`config.mk`:
```
export PLATFORM = sky130hd
export DESIGN_NAME = scd_regs
export DESIGN_NICKNAME = d
export VERILOG_FILES = /design/src/include/scd_pkg.sv /design/src/hw/scd_regs.sv
export SDC_FILE = /design/constraint.sdc
export NUM_CORES = 1
export LEC_CHECK = 0
export BUFFER_PORTS_ARGS = -buffer_cell sky130_fd_sc_hd__buf_2
export CAP_MARGIN = 20
export CORE_MARGIN = 2
export CORE_UTILIZATION = 35
export DETAILED_ROUTE_END_ITERATION = 12
export PLACE_DENSITY = 0.66
export SLEW_MARGIN = 20
export SYNTH_ARGS = -nofsm -noshare
export SYNTH_HDL_FRONTEND = slang
export SYNTH_SLANG_ARGS = --single-unit
```
`constraint.sdc`:
```
create_clock -name mclk_in -period 2.2 [get_ports mclk_in]
set_clock_uncertainty 0.05 [all_clocks]
set_input_delay 0.22 -clock mclk_in [delete_from_list [all_inputs] [get_ports mclk_in]]
set_output_delay 0.22 -clock mclk_in [all_outputs]
set_load 0.05 [all_outputs]
```
`src/include/scd_pkg.sv`:
```
// scd_pkg: offsets, field positions, reset values and timing of the serial
// calibration and debug register bank.
// assumes a 10 MHz core clock and a 32-bit Avalon-MM register port.
`default_nettype none
package scd_pkg;
    // register indices; byte address is four times the index
    localparam logic [11:0] IDX_LOOPBACK    = 12'h42c;
    localparam logic [11:0] IDX_CAL_CTRL    = 12'h42e;
    localparam logic [11:0] IDX_FORCE_VAL   = 12'h42f;
    localparam logic [11:0] IDX_FORCE_CTRL  = 12'h41e;
    localparam logic [11:0] IDX_IRQ_STATUS  = 12'h4f0;
    localparam logic [11:0] IDX_IRQ_MASK    = 12'h4f1;
    localparam logic [15:0] REG_RESET       = 16'h0000;
    // field positions
    localparam int LB_EN_BIT      = 4;
    localparam int WD_DIS_BIT     = 11;
    localparam int WD_SEL_LSB     = 9;
    localparam int AVG_LSB        = 7;
    localparam int DO_CAL_BIT     = 6;
    localparam int CDR_LOCK_BIT   = 5;
    localparam int SYNC_BIT       = 0;
    localparam int FORCE_EN_BIT   = 8;
    localparam int FV_ELOST_BIT   = 2;
    localparam int FV_EDET_BIT    = 1;
    localparam int FV_SLEEP_BIT   = 0;
    localparam logic [15:0] CAL_RW_MASK = 16'h0f9e;
    // interrupt status bits
    localparam int IRQ_CAL_DONE   = 0;
    localparam int IRQ_CAL_TMO    = 1;
    localparam int IRQ_LOCK_CHG   = 2;
    localparam int IRQ_W          = 3;
    // timing
    localparam int CLK_PERIOD_NS  = 100;
    localparam int WD_32_NS       = 32000;
    localparam int WD_48_NS       = 48000;
    localparam int WD_64_NS       = 64000;
    localparam int WD_128_NS      = 128000;
    localparam int WD_CNT_W       = 11;
    localparam logic [WD_CNT_W-1:0] WD_32_CYC  = WD_CNT_W'(WD_32_NS / CLK_PERIOD_NS);
    localparam logic [WD_CNT_W-1:0] WD_48_CYC  = WD_CNT_W'(WD_48_NS / CLK_PERIOD_NS);
    localparam logic [WD_CNT_W-1:0] WD_64_CYC  = WD_CNT_W'(WD_64_NS / CLK_PERIOD_NS);
    localparam logic [WD_CNT_W-1:0] WD_128_CYC = WD_CNT_W'(WD_128_NS / CLK_PERIOD_NS);

    typedef enum logic [1:0] {
        CAL_IDLE = 2'b00,
        CAL_RUN  = 2'b01
    } scd_cal_state_type;
endpackage : scd_pkg
`default_nettype wire

```
`src/hw/scd_regs.sv`:
```
// scd_regs: serial-link loopback, calibration sequencer with watchdog and
// averaging, clock-recovery status and energy/sleep force control.
// assumes Avalon-MM master on mclk_in; analog status inputs are asynchronous;
// transmit and receive data are on mclk_in.
// Operation
// (RL1) loopback bit routes tx into rx internally
// (RL2) watchdog expiry stops calibration, applies default
// (RL3) watchdog disable bit lets calibration finish
// (RL4) timeout select: 32, 48, 64, 128 us
// (RL5) averaging select: 1, 2, 4, 8 runs
// (RL6) start bit launches calibration, self-clears
// (RL7) read-only clock-recovery lock bit, zero after reset
// (RL8) energy-lost indication force value bit
// (RL9) energy detector enable force value bit
// (RL10) sleep force value, gated by force enable
// (RL11) finish only after all repetitions or timeout
//
// The Avalon-MM slave port was left to the implementer.
`timescale 1ns/1ps
`default_nettype none
module scd_regs
    import scd_pkg::*;
#(
    parameter int DATA_W = 10
) (
    // clock, reset, enable
    input  wire logic              mclk_in,
    input  wire logic              rst_n_in,
    input  wire logic              ce_in,
    // avalon-mm slave
    input  wire logic [13:0]       avs_address_in,
    input  wire logic              avs_read_in,
    input  wire logic              avs_write_in,
    input  wire logic [31:0]       avs_writedata_in,
    input  wire logic [3:0]        avs_byteenable_in,
    output logic [31:0]            avs_readdata_out,
    output logic                   avs_waitrequest_out,
    output logic                   irq_out,
    // serial datapath
    input  wire logic [DATA_W-1:0] tx_data_in,
    input  wire logic [DATA_W-1:0] pad_rx_data_in,
    output logic [DATA_W-1:0]      rx_data_out,
    // calibration engine
    output logic                   cal_step_start_out,
    input  wire logic              cal_step_done_in,
    output logic                   cal_active_out,
    output logic                   cal_use_default_out,
    // analog status
    input  wire logic              clock_recovery_lock_in,
    input  wire logic              receive_data_sync_status_in,
    // energy and sleep control
    input  wire logic              energy_lost_indication_in,
    input  wire logic              energy_detector_enable_in,
    input  wire logic              sleep_enable_in,
    output logic                   energy_lost_indication_out,
    output logic                   energy_detector_enable_out,
    output logic                   sleep_enable_out
);

    function automatic logic [WD_CNT_W-1:0] wd_limit_f(input logic [1:0] sel);
        case (sel)
            2'b00:   wd_limit_f = WD_32_CYC;
            2'b01:   wd_limit_f = WD_48_CYC;
            2'b10:   wd_limit_f = WD_64_CYC;
            default: wd_limit_f = WD_128_CYC;
        endcase
    endfunction : wd_limit_f

    function automatic logic [15:0] merge_f(input logic [15:0] old, input logic [31:0] wd,
                                            input logic [3:0] be);
        merge_f = {be[1] ? wd[15:8] : old[15:8], be[0] ? wd[7:0] : old[7:0]};
    endfunction : merge_f

    logic [15:0]         loopback_r;
    logic [15:0]         cal_ctrl_r;
    logic [15:0]         force_val_r;
    logic                force_en_r;
    logic [IRQ_W-1:0]    irq_status_r;
    logic [IRQ_W-1:0]    irq_mask_r;
    logic                ack_r;
    logic [31:0]         rdata_r;
    logic [2:0]          lock_sync_r;
    logic [1:0]          dsync_sync_r;
    logic [3:0]          done_sync_r;
    logic [1:0]          elost_sync_r;
    logic [1:0]          edet_sync_r;
    logic [1:0]          sleep_sync_r;
    scd_cal_state_type   cal_state_r;
    logic [2:0]          rep_cnt_r;
    logic [WD_CNT_W-1:0] wd_cnt_r;

    logic [11:0]         idx;
    logic                req;
    logic                wr_acc;
    logic                rd_acc;
    logic [15:0]         wr_cal;
    logic                start_cal;
    logic                step_done;
    logic [2:0]          reps_last;
    logic [WD_CNT_W-1:0] wd_limit;
    logic                evt_timeout;
    logic                evt_done;
    logic                lock_chg;
    logic [IRQ_W-1:0]    irq_evt;
    logic [15:0]         rd_word;

    // one wait cycle per access keeps read data registered
    assign idx                 = avs_address_in[13:2];
    assign req                 = avs_read_in | avs_write_in;
    // writes land on the edge that ends the wait, the one the master sees
    assign avs_waitrequest_out = req & ~(ack_r & ce_in);
    assign wr_acc              = ce_in & avs_write_in & ack_r;
    assign rd_acc              = ce_in & avs_read_in & ~ack_r;
    assign wr_cal              = merge_f(cal_ctrl_r, avs_writedata_in, avs_byteenable_in);
    assign start_cal           = wr_acc && idx == IDX_CAL_CTRL && avs_byteenable_in[0]
                                 && avs_writedata_in[DO_CAL_BIT];                   // [RL6]
    assign step_done           = done_sync_r[2] & ~done_sync_r[3];
    assign reps_last           = 3'((4'h1 << cal_ctrl_r[AVG_LSB +: 2]) - 4'h1);     // [RL5]
    assign wd_limit            = wd_limit_f(cal_ctrl_r[WD_SEL_LSB +: 2]);           // [RL4]
    assign evt_timeout         = ce_in && cal_state_r == CAL_RUN && !cal_ctrl_r[WD_DIS_BIT]
                                 && wd_cnt_r == wd_limit - 1'b1;                    // [RL2] [RL3]
    assign evt_done            = ce_in && cal_state_r == CAL_RUN && !evt_timeout && step_done
                                 && rep_cnt_r == reps_last;                         // [RL11]
    assign lock_chg            = ce_in & (lock_sync_r[2] ^ lock_sync_r[1]);
    assign irq_evt             = {lock_chg, evt_timeout, evt_done};
    assign irq_out             = |(irq_status_r & irq_mask_r);

    // ack toggles so every request sees exactly one wait cycle
    always_ff @(posedge mclk_in) begin
        if (!rst_n_in) begin
            ack_r <= 1'b0;
        end else if (ce_in) begin
            ack_r <= req & ~ack_r;
        end
    end

    always_comb begin
        rd_word = 16'h0000;
        case (idx)
            IDX_LOOPBACK:   rd_word = loopback_r;
            IDX_CAL_CTRL:   rd_word = (cal_ctrl_r & CAL_RW_MASK)
                                      | (16'(lock_sync_r[2]) << CDR_LOCK_BIT)       // [RL7]
                                      | (16'(dsync_sync_r[1]) << SYNC_BIT);
            IDX_FORCE_VAL:  rd_word = force_val_r;
            IDX_FORCE_CTRL: rd_word = 16'(force_en_r) << FORCE_EN_BIT;
            IDX_IRQ_STATUS: rd_word = 16'(irq_status_r);
            IDX_IRQ_MASK:   rd_word = 16'(irq_mask_r);
            default:        rd_word = 16'h0000;
        endcase
    end

    always_ff @(posedge mclk_in) begin
        if (!rst_n_in) begin
            rdata_r <= 32'h0000_0000;
        end else if (rd_acc) begin
            rdata_r <= {16'h0000, rd_word};
        end
    end
    assign avs_readdata_out = rdata_r;

    always_ff @(posedge mclk_in) begin
        if (!rst_n_in) begin
            loopback_r  <= REG_RESET;
            cal_ctrl_r  <= REG_RESET;
            force_val_r <= REG_RESET;
            force_en_r  <= 1'b0;
            irq_mask_r  <= '0;
        end else if (wr_acc) begin
            case (idx)
                IDX_LOOPBACK:   loopback_r  <= merge_f(loopback_r, avs_writedata_in,
                                                       avs_byteenable_in);
                IDX_CAL_CTRL:   cal_ctrl_r  <= wr_cal & CAL_RW_MASK;                // [RL6]
                IDX_FORCE_VAL:  force_val_r <= merge_f(force_val_r, avs_writedata_in,
                                                       avs_byteenable_in);          // [RL8] [RL9]
                IDX_FORCE_CTRL: if (avs_byteenable_in[1]) begin
                    force_en_r <= avs_writedata_in[FORCE_EN_BIT];
                end
                IDX_IRQ_MASK:   if (avs_byteenable_in[0]) begin
                    irq_mask_r <= avs_writedata_in[IRQ_W-1:0];
                end
                default:        ;
            endcase
        end
    end

    // write-one-to-clear; a new event in the same cycle wins
    always_ff @(posedge mclk_in) begin
        if (!rst_n_in) begin
            irq_status_r <= '0;
        end else if (ce_in) begin
            if (wr_acc && idx == IDX_IRQ_STATUS && avs_byteenable_in[0]) begin
                irq_status_r <= (irq_status_r & ~avs_writedata_in[IRQ_W-1:0]) | irq_evt;
            end else begin
                irq_status_r <= irq_status_r | irq_evt;
            end
        end
    end

    // asynchronous analog levels, two flops before use, three for the lock readback and the step-done edge
    always_ff @(posedge mclk_in) begin
        if (!rst_n_in) begin
            lock_sync_r  <= 3'b000;
            dsync_sync_r <= 2'b00;
            done_sync_r  <= 4'b0000;
            elost_sync_r <= 2'b00;
            edet_sync_r  <= 2'b00;
            sleep_sync_r <= 2'b00;
        end else if (ce_in) begin
            lock_sync_r  <= {lock_sync_r[1:0], clock_recovery_lock_in};
            dsync_sync_r <= {dsync_sync_r[0], receive_data_sync_status_in};
            done_sync_r  <= {done_sync_r[2:0], cal_step_done_in};
            elost_sync_r <= {elost_sync_r[0], energy_lost_indication_in};
            edet_sync_r  <= {edet_sync_r[0], energy_detector_enable_in};
            sleep_sync_r <= {sleep_sync_r[0], sleep_enable_in};
        end
    end

    // loop sits ahead of the pads, so the mac sees its own data
    always_ff @(posedge mclk_in) begin
        if (!rst_n_in) begin
            rx_data_out <= '0;
        end else if (ce_in) begin
            rx_data_out <= loopback_r[LB_EN_BIT] ? tx_data_in : pad_rx_data_in;     // [RL1]
        end
    end

    // forced values override the detector only while force enable is set
    always_ff @(posedge mclk_in) begin
        if (!rst_n_in) begin
            energy_lost_indication_out <= 1'b0;
            energy_detector_enable_out <= 1'b0;
            sleep_enable_out           <= 1'b0;
        end else if (ce_in) begin
            energy_lost_indication_out <= force_en_r ? force_val_r[FV_ELOST_BIT]
                                                     : elost_sync_r[1];             // [RL8]
            energy_detector_enable_out <= force_en_r ? force_val_r[FV_EDET_BIT]
                                                     : edet_sync_r[1];              // [RL9]
            sleep_enable_out           <= force_en_r ? force_val_r[FV_SLEEP_BIT]
                                                     : sleep_sync_r[1];             // [RL10]
        end
    end

    // start while running is ignored; repetitions restart only by a new command
    always_ff @(posedge mclk_in) begin
        if (!rst_n_in) begin
            cal_state_r         <= CAL_IDLE;
            rep_cnt_r           <= 3'h0;
            wd_cnt_r            <= '0;
            cal_step_start_out  <= 1'b0;
            cal_use_default_out <= 1'b0;
        end else if (ce_in) begin
            cal_step_start_out <= 1'b0;
            case (cal_state_r)
                CAL_IDLE: begin
                    if (start_cal) begin                                            // [RL6]
                        cal_state_r        <= CAL_RUN;
                        rep_cnt_r          <= 3'h0;
                        wd_cnt_r           <= '0;
                        cal_step_start_out <= 1'b1;
                    end
                end
                CAL_RUN: begin
                    wd_cnt_r <= wd_cnt_r + 1'b1;
                    if (evt_timeout) begin
                        cal_state_r         <= CAL_IDLE;                            // [RL2]
                        cal_use_default_out <= 1'b1;
                    end else if (step_done) begin
                        if (rep_cnt_r == reps_last) begin
                            cal_state_r         <= CAL_IDLE;                        // [RL11]
                            cal_use_default_out <= 1'b0;
                        end else begin
                            rep_cnt_r          <= rep_cnt_r + 1'b1;                 // [RL5]
                            cal_step_start_out <= 1'b1;
                        end
                    end
                end
                default: cal_state_r <= CAL_IDLE;
            endcase
        end
    end
    assign cal_active_out = cal_state_r == CAL_RUN;
endmodule : scd_regs
`default_nettype wire

```
After elaboration in Yosys (flattened, before gate mapping)
Cells that the tools add are included.

word-level totals
  word-level logic and storage cells = 127
  register bits = 111
  output and inout port bits = 50
  input bits = 81

cells by class
  reduce and logical (&&, ||, !) cells = 31
  shift-type cells = 1
  equality and inequality tests = 17
  muxes and demuxes = 27
  $add $sub $neg = 4
  bitwise logic cells = 21

operators with widths
  operator                                                                 number
  16-bit one-hot mux with 6 select lines                                   1
  12-bit by 11-bit equality test with 1-bit output, second input constant  6
  11-bit one-hot mux with 3 select lines                                   1
  3-bit AND reduction                                                      9
  11-bit one-hot mux with 2 select lines                                   1
  3-bit two-way mux                                                        5
  12-bit by 1-bit bitwise OR with 12-bit output                            1
  12-bit by 6-bit bitwise OR with 12-bit output                            1
  11-bit by 1-bit adder with 11-bit output, second input constant          1
  11-bit equality test                                                     1
  1-bit logical AND                                                        11
  11-bit two-way mux                                                       1
  11-bit by 1-bit subtractor with 11-bit output, second input constant     1
  1-bit two-way mux                                                        10
  10-bit two-way mux                                                       1
  1-bit bitwise AND                                                        9
  2-bit two-way mux                                                        4
  4-bit AND reduction                                                      2
  3-bit bitwise AND                                                        2
  2-bit inequality test, second input constant                             3
  3-bit by 1-bit inequality test with 1-bit output, second input constant  2
  3-bit bitwise OR                                                         2
  3-bit one-hot mux with 2 select lines                                    1
  6-bit AND reduction                                                      1
  other kinds (17)                                                         24

Logic depth before layout (Yosys ltp)
  depth in word-level cells = 11
  depth in mapped cells = 8
  depth with buffers taken out = 7

Worst setup path after synthesis
OpenSTA, ideal clock, no wires.

  path type = flip-flop to flip-flop
  from = reg wd_cnt_r[6]
  to = reg rep_cnt_r[0]
  setup slack = -0.056 ns
  setup time = 0.117 ns
  required time = 2.033 ns
  buffers on the path = 2
  stages on the path, launching flop included = 9
  period minus slack after synthesis = 2.256 ns
  arrival = 2.089 ns
  cell sequence = dfxtp_1 -> buf_6 -> or4b_1 -> a21oi_1 -> a21oi_1 -> or4_4 -> buf_6 -> and4_4 -> a22o_1

between the ends
  longest elaborated chain between the ends = 4

ends and longest elaborated chain
  what                             line             RTL
  start: declaration               scd_regs.sv:90   logic [WD_CNT_W-1:0] wd_cnt_r;
  start signal: assignment         scd_regs.sv:263  wd_cnt_r <= wd_cnt_r + 1'b1;
  11-bit equality test             scd_regs.sv:121  && wd_cnt_r == wd_limit - 1'b1;
  1-bit logical AND                scd_regs.sv:121
  2-bit inequality test (no line)  -
  6-bit AND reduction (no line)    -
  end signal: assignment           scd_regs.sv:272  rep_cnt_r <= rep_cnt_r + 1'b1;
  end: declaration                 scd_regs.sv:89   logic [2:0] rep_cnt_r;

Every way passes these cells.
A chain may end at the register's enable or synchronous reset.

Worst setup path after layout
  from = reg cal_ctrl_r[9]
  to = reg rep_cnt_r[0]

between the ends
  longest elaborated chain between the ends = 7
  elaborated cells on any way between the ends = 9
  classes of those cells = 1 x add/sub; 4 x eq/ne; 1 x mux; 3 x reduce/logical

ends and longest elaborated chain
  what                                             line             RTL
  start: declaration                               scd_regs.sv:75   logic [15:0] cal_ctrl_r;
  start signal: assignment                         scd_regs.sv:172  IDX_CAL_CTRL: cal_ctrl_r <= wr_cal & CAL_RW_MASK;
  2-bit equality test (tied with other cells)      scd_regs.sv:61   case (sel)
  11-bit one-hot mux with 3 select lines *         scd_regs.sv:61
  11-bit by 1-bit subtractor with 11-bit output *  scd_regs.sv:121
  11-bit equality test *                           scd_regs.sv:121
  1-bit logical AND *                              scd_regs.sv:121
  2-bit inequality test (no line) *                -
  6-bit AND reduction (no line) *                  -

Mark *: on every way between the ends. The rest lies on a longest branch, timed or not.

==> results.cfg <==
[logic_synthesis]
ys_seq_area_share_pct = 44.5
synth_cell_types = 55
synth-compound-area-share_pct = 12.5
synth-seq-cells = 110
synth_top_family_by_area = simple AND/OR/NAND/NOR gates
syn-cell-area_mm2 = 0.00494
yosys.area_share.simple_pct = 19.1
yosys.area_share.xor_xnor_pct = 0.886
avgSynthCellArea_um2 = 8.94
ys.warnings.count = 0
synth_flop_cell = dfxtp_1
async_reset_ff_share_pct = 0
synth_edf_count = 0
synth_cells = 553
yosys.area_share.adder_pct = 0.506
synth.mux.area_fraction_pct = 16.6

[clock_tree]
htree_num_levels = 3
cts_resized = 0
clkLatencyLatePin_ns = 0.36
cts_tree = built
clk_pin_slew_ns = 0.07
clockRootBuffer = clkbuf_16
holdBufCountCts = 0
cts_buffer_depth = 2
numCtsBuffers = 9
cts.sinks = 110
cts_setup_buffers = 0

[placed_design]
hpwlAfterDp_um = 9070
place_worst_setup_slack_ns = 0.101
gp_congestion = 0.879
placed_area_mm2 = 0.00568
io_buffers = 94

[worst_setup_path]
critPathLaunch = cal_ctrl_r[9]
cp.arrival_ns = 2.31
crit_top_cell = a21oi_1
regToRegStartpoint = cal_ctrl_r[9]
critPathRequiredTime_ns = 2.40
cp_max_fo = 3
crit_slowest_cell = or4b_1
end_kind = flip-flop
path_delay_family = simple AND/OR/NAND/NOR gates
worstSetupPathType = flip-flop to flip-flop
worstPathCellList = or4b_1 -> a21oi_1 -> a21oi_1 -> or4_4 -> and4_4 -> a22o_1
path_buf_inv = 0
start_kind = flip-flop
slowest_delay_ns = 0.51

[global_route]
busiest_layer = met2
grt_util_met2_pct = 29.0
grt_pass1_wl_um = 19500
grt_pass1_vias = 4052
grt_max_degree = 80
antenna_found_initial = 0
use_met3_pct = 3.81
grt-ovfl-total = 0
groute.usage.overall_pct = 16.7
grtUsageMet1_pct = 20.3

[run]
max-cap-violations = 0

[timing]
hold_viol = 0
drv_slew = 0
fmax_ghz = 0.474
finalCritPeriodShare_pct = 95.8
period_needed_ns = 2.11
maxSlewHeadroom_pct = 45.6
setup-tns-final_ns = 0
worst_pin_slew_ns = 0.816
rsz0062_at_grt = false
worst_slack_ns = 0.0918
setup_viol = 0

[power_and_ir_drop]
p_leak_nw = 2.53
total_power_w = 0.00410
peakVddDrop_v = 0.000444
powerDensity_mw_per_mm2 = 686

[die]
num_rows = 43
die_h_um = 123
ios = 131
die_area_mm2 = 0.0151
die_x_um = 123
coreArea_mm2 = 0.0138
start_util_pct = 35.8

[routing]
viasPerCell = 5.03
vias = 4237
drc_errors = 0
ant_nets = 0
first_pass_iters = 5
drt_iter0_markers = 219
routedWlPerCell_um = 14.6
drt-total-wl_um = 12300

[min_path]
min_path_type = input pin to flip-flop
hold_path.startpoint = clock_recovery_lock_in

[layout]
n_fill_cell = 1379
drive_gt1_share_pct = 22.8
antennaDiodeCount = 0
final_area_mm2 = 0.00598
synthToLayoutAreaGrowth_pct = 21.0
nets = 740

[run_status]
status = completed
flip-flops by register name, summed over array words and instances, names as in the netlist, 2 cells and up:
register	flops
avs_readdata_out	16
edet_sync_r	2
lock_sync_r	3
irq_mask_r	3
cal_ctrl_r	9
rx_data_out	10
dsync_sync_r	2
wd_cnt_r	11
done_sync_r	4
sleep_sync_r	2
elost_sync_r	2
loopback_r	16
force_val_r	16
rep_cnt_r	3
irq_status_r	3
Yosys cell counts (all sizes together), types with 2 or more instances:
| cell | number | area share (%) |
|---|---|---|
| nor2b | 4 | 0.51 |
| clkbuf | 24 | 1.8 |
| nand4 | 8 | 1.0 |
| a22oi | 6 | 0.91 |
| a21oi | 21 | 2.1 |
| or3 | 3 | 0.38 |
| nor2 | 101 | 7.7 |
| nand4b | 2 | 0.35 |
| a211oi | 14 | 2.1 |
| xor2 | 4 | 0.71 |
| nor3b | 2 | 0.30 |
| and2 | 3 | 0.38 |
| and3 | 4 | 0.51 |
| o21ai | 35 | 3.5 |
| mux2i | 82 | 17 |
| nor4bb | 3 | 0.61 |
| dfxtp | 110 | 45 |
| inv | 9 | 0.68 |
| nand3 | 6 | 0.61 |
| a31oi | 4 | 0.51 |
| o31ai | 4 | 0.61 |
| or4 | 2 | 0.38 |
| ha | 2 | 0.51 |
| nand2b | 6 | 0.76 |
| nor3 | 3 | 0.61 |
| nand2 | 39 | 3.0 |
| and4 | 2 | 0.40 |
| nor4 | 3 | 0.38 |
| buf | 23 | 3.3 |
| nand3b | 2 | 0.30 |
| a222oi | 4 | 0.81 |
| a21o | 2 | 0.30 |
worst paths after layout:
path	to	slack, ns	cells after the start
min	lock_sync_r[0]	0.04	3
min reg2reg	avs_readdata_out[9]	0.39	2
max	rep_cnt_r[0]	0.09	6
max reg2reg	rep_cnt_r[0]	0.09	6
layout make-up:
class	count	area [um2]	share of cell area, %
Timing Repair Buffer	125	703	11.8
Clock buffer	9	225	3.76
Tap cell	180	225	3.76
Clock inverter	7	78.8	1.32
Sequential cell	110	2200	36.8
Inverter	9	33.8	0.565
Multi-Input combinational cell	402	2510	42.0
tightest hold or removal path, cell delays in order:
cell,delay (ns)
buf_2,0.07
mux2i_1,0.05
nor2_1,0.07
kinds of logic (layout without fill, tap and decap cells):
logic type / count (synthesis) / after routing
other: 1 / 16
buffers and inverters: 56 / 150
DFF: 110 / 110
muxes: 82 / 82
adders and majority gates: 2 / 2
and+or+nand+nor: 198 / 198
xor gates and xnor gates: 5 / 5
AOI/OAI and AO/OA: 99 / 99
layout by cell type (no fill, tap or decap), drive strengths merged, types with 3 or more instances in the layout:
master	count
conb	16
o31ai	4
a31oi	4
nor4bb	3
nand2b	6
nor3	3
a21oi	21
a22oi	6
nand2	39
inv	12
and2	3
o21ai	35
clkbuf	9
a211oi	14
a222oi	4
and3	4
nand3	6
dfxtp	110
nand4	8
buf	125
nor4	3
nor2	101
xor2	4
mux2i	82
nor2b	4
or3	3
layer usage:
layer  up-vias  part of all wire, %  routed length (um)
met5         -                    0                   0
li1       2119                    -                   -
met4         0                  1.2                 144
met1      2015                   45                5470
met3        12                  4.5                 555
met2        91                   50                6100
report_power, final:
part	internal (W)	switching (W)	total, W
Clock	0.000900	0.000786	0.00169
Combinational	0.000109	0.000271	0.000380
Sequential	0.00202	0.0000174	0.00204
metrics by stage:
| step | cells | util [%] | hold slack [ns] |
|---|---|---|---|
| 4_1_cts | 842 | 43.3 | 0.0416 |
| 3_3_place_gp | 826 | 41.1 | 0.383 |
| 2_1_floorplan | 568 | - | 0.314 |
| 5_1_grt | 842 | 43.3 | 0.0591 |
| 6_report | 842 | 43.3 | 0.0441 |
| 3_5_place_dp | 826 | 41.1 | 0.389 |
(Power assumes the default switching activity.)
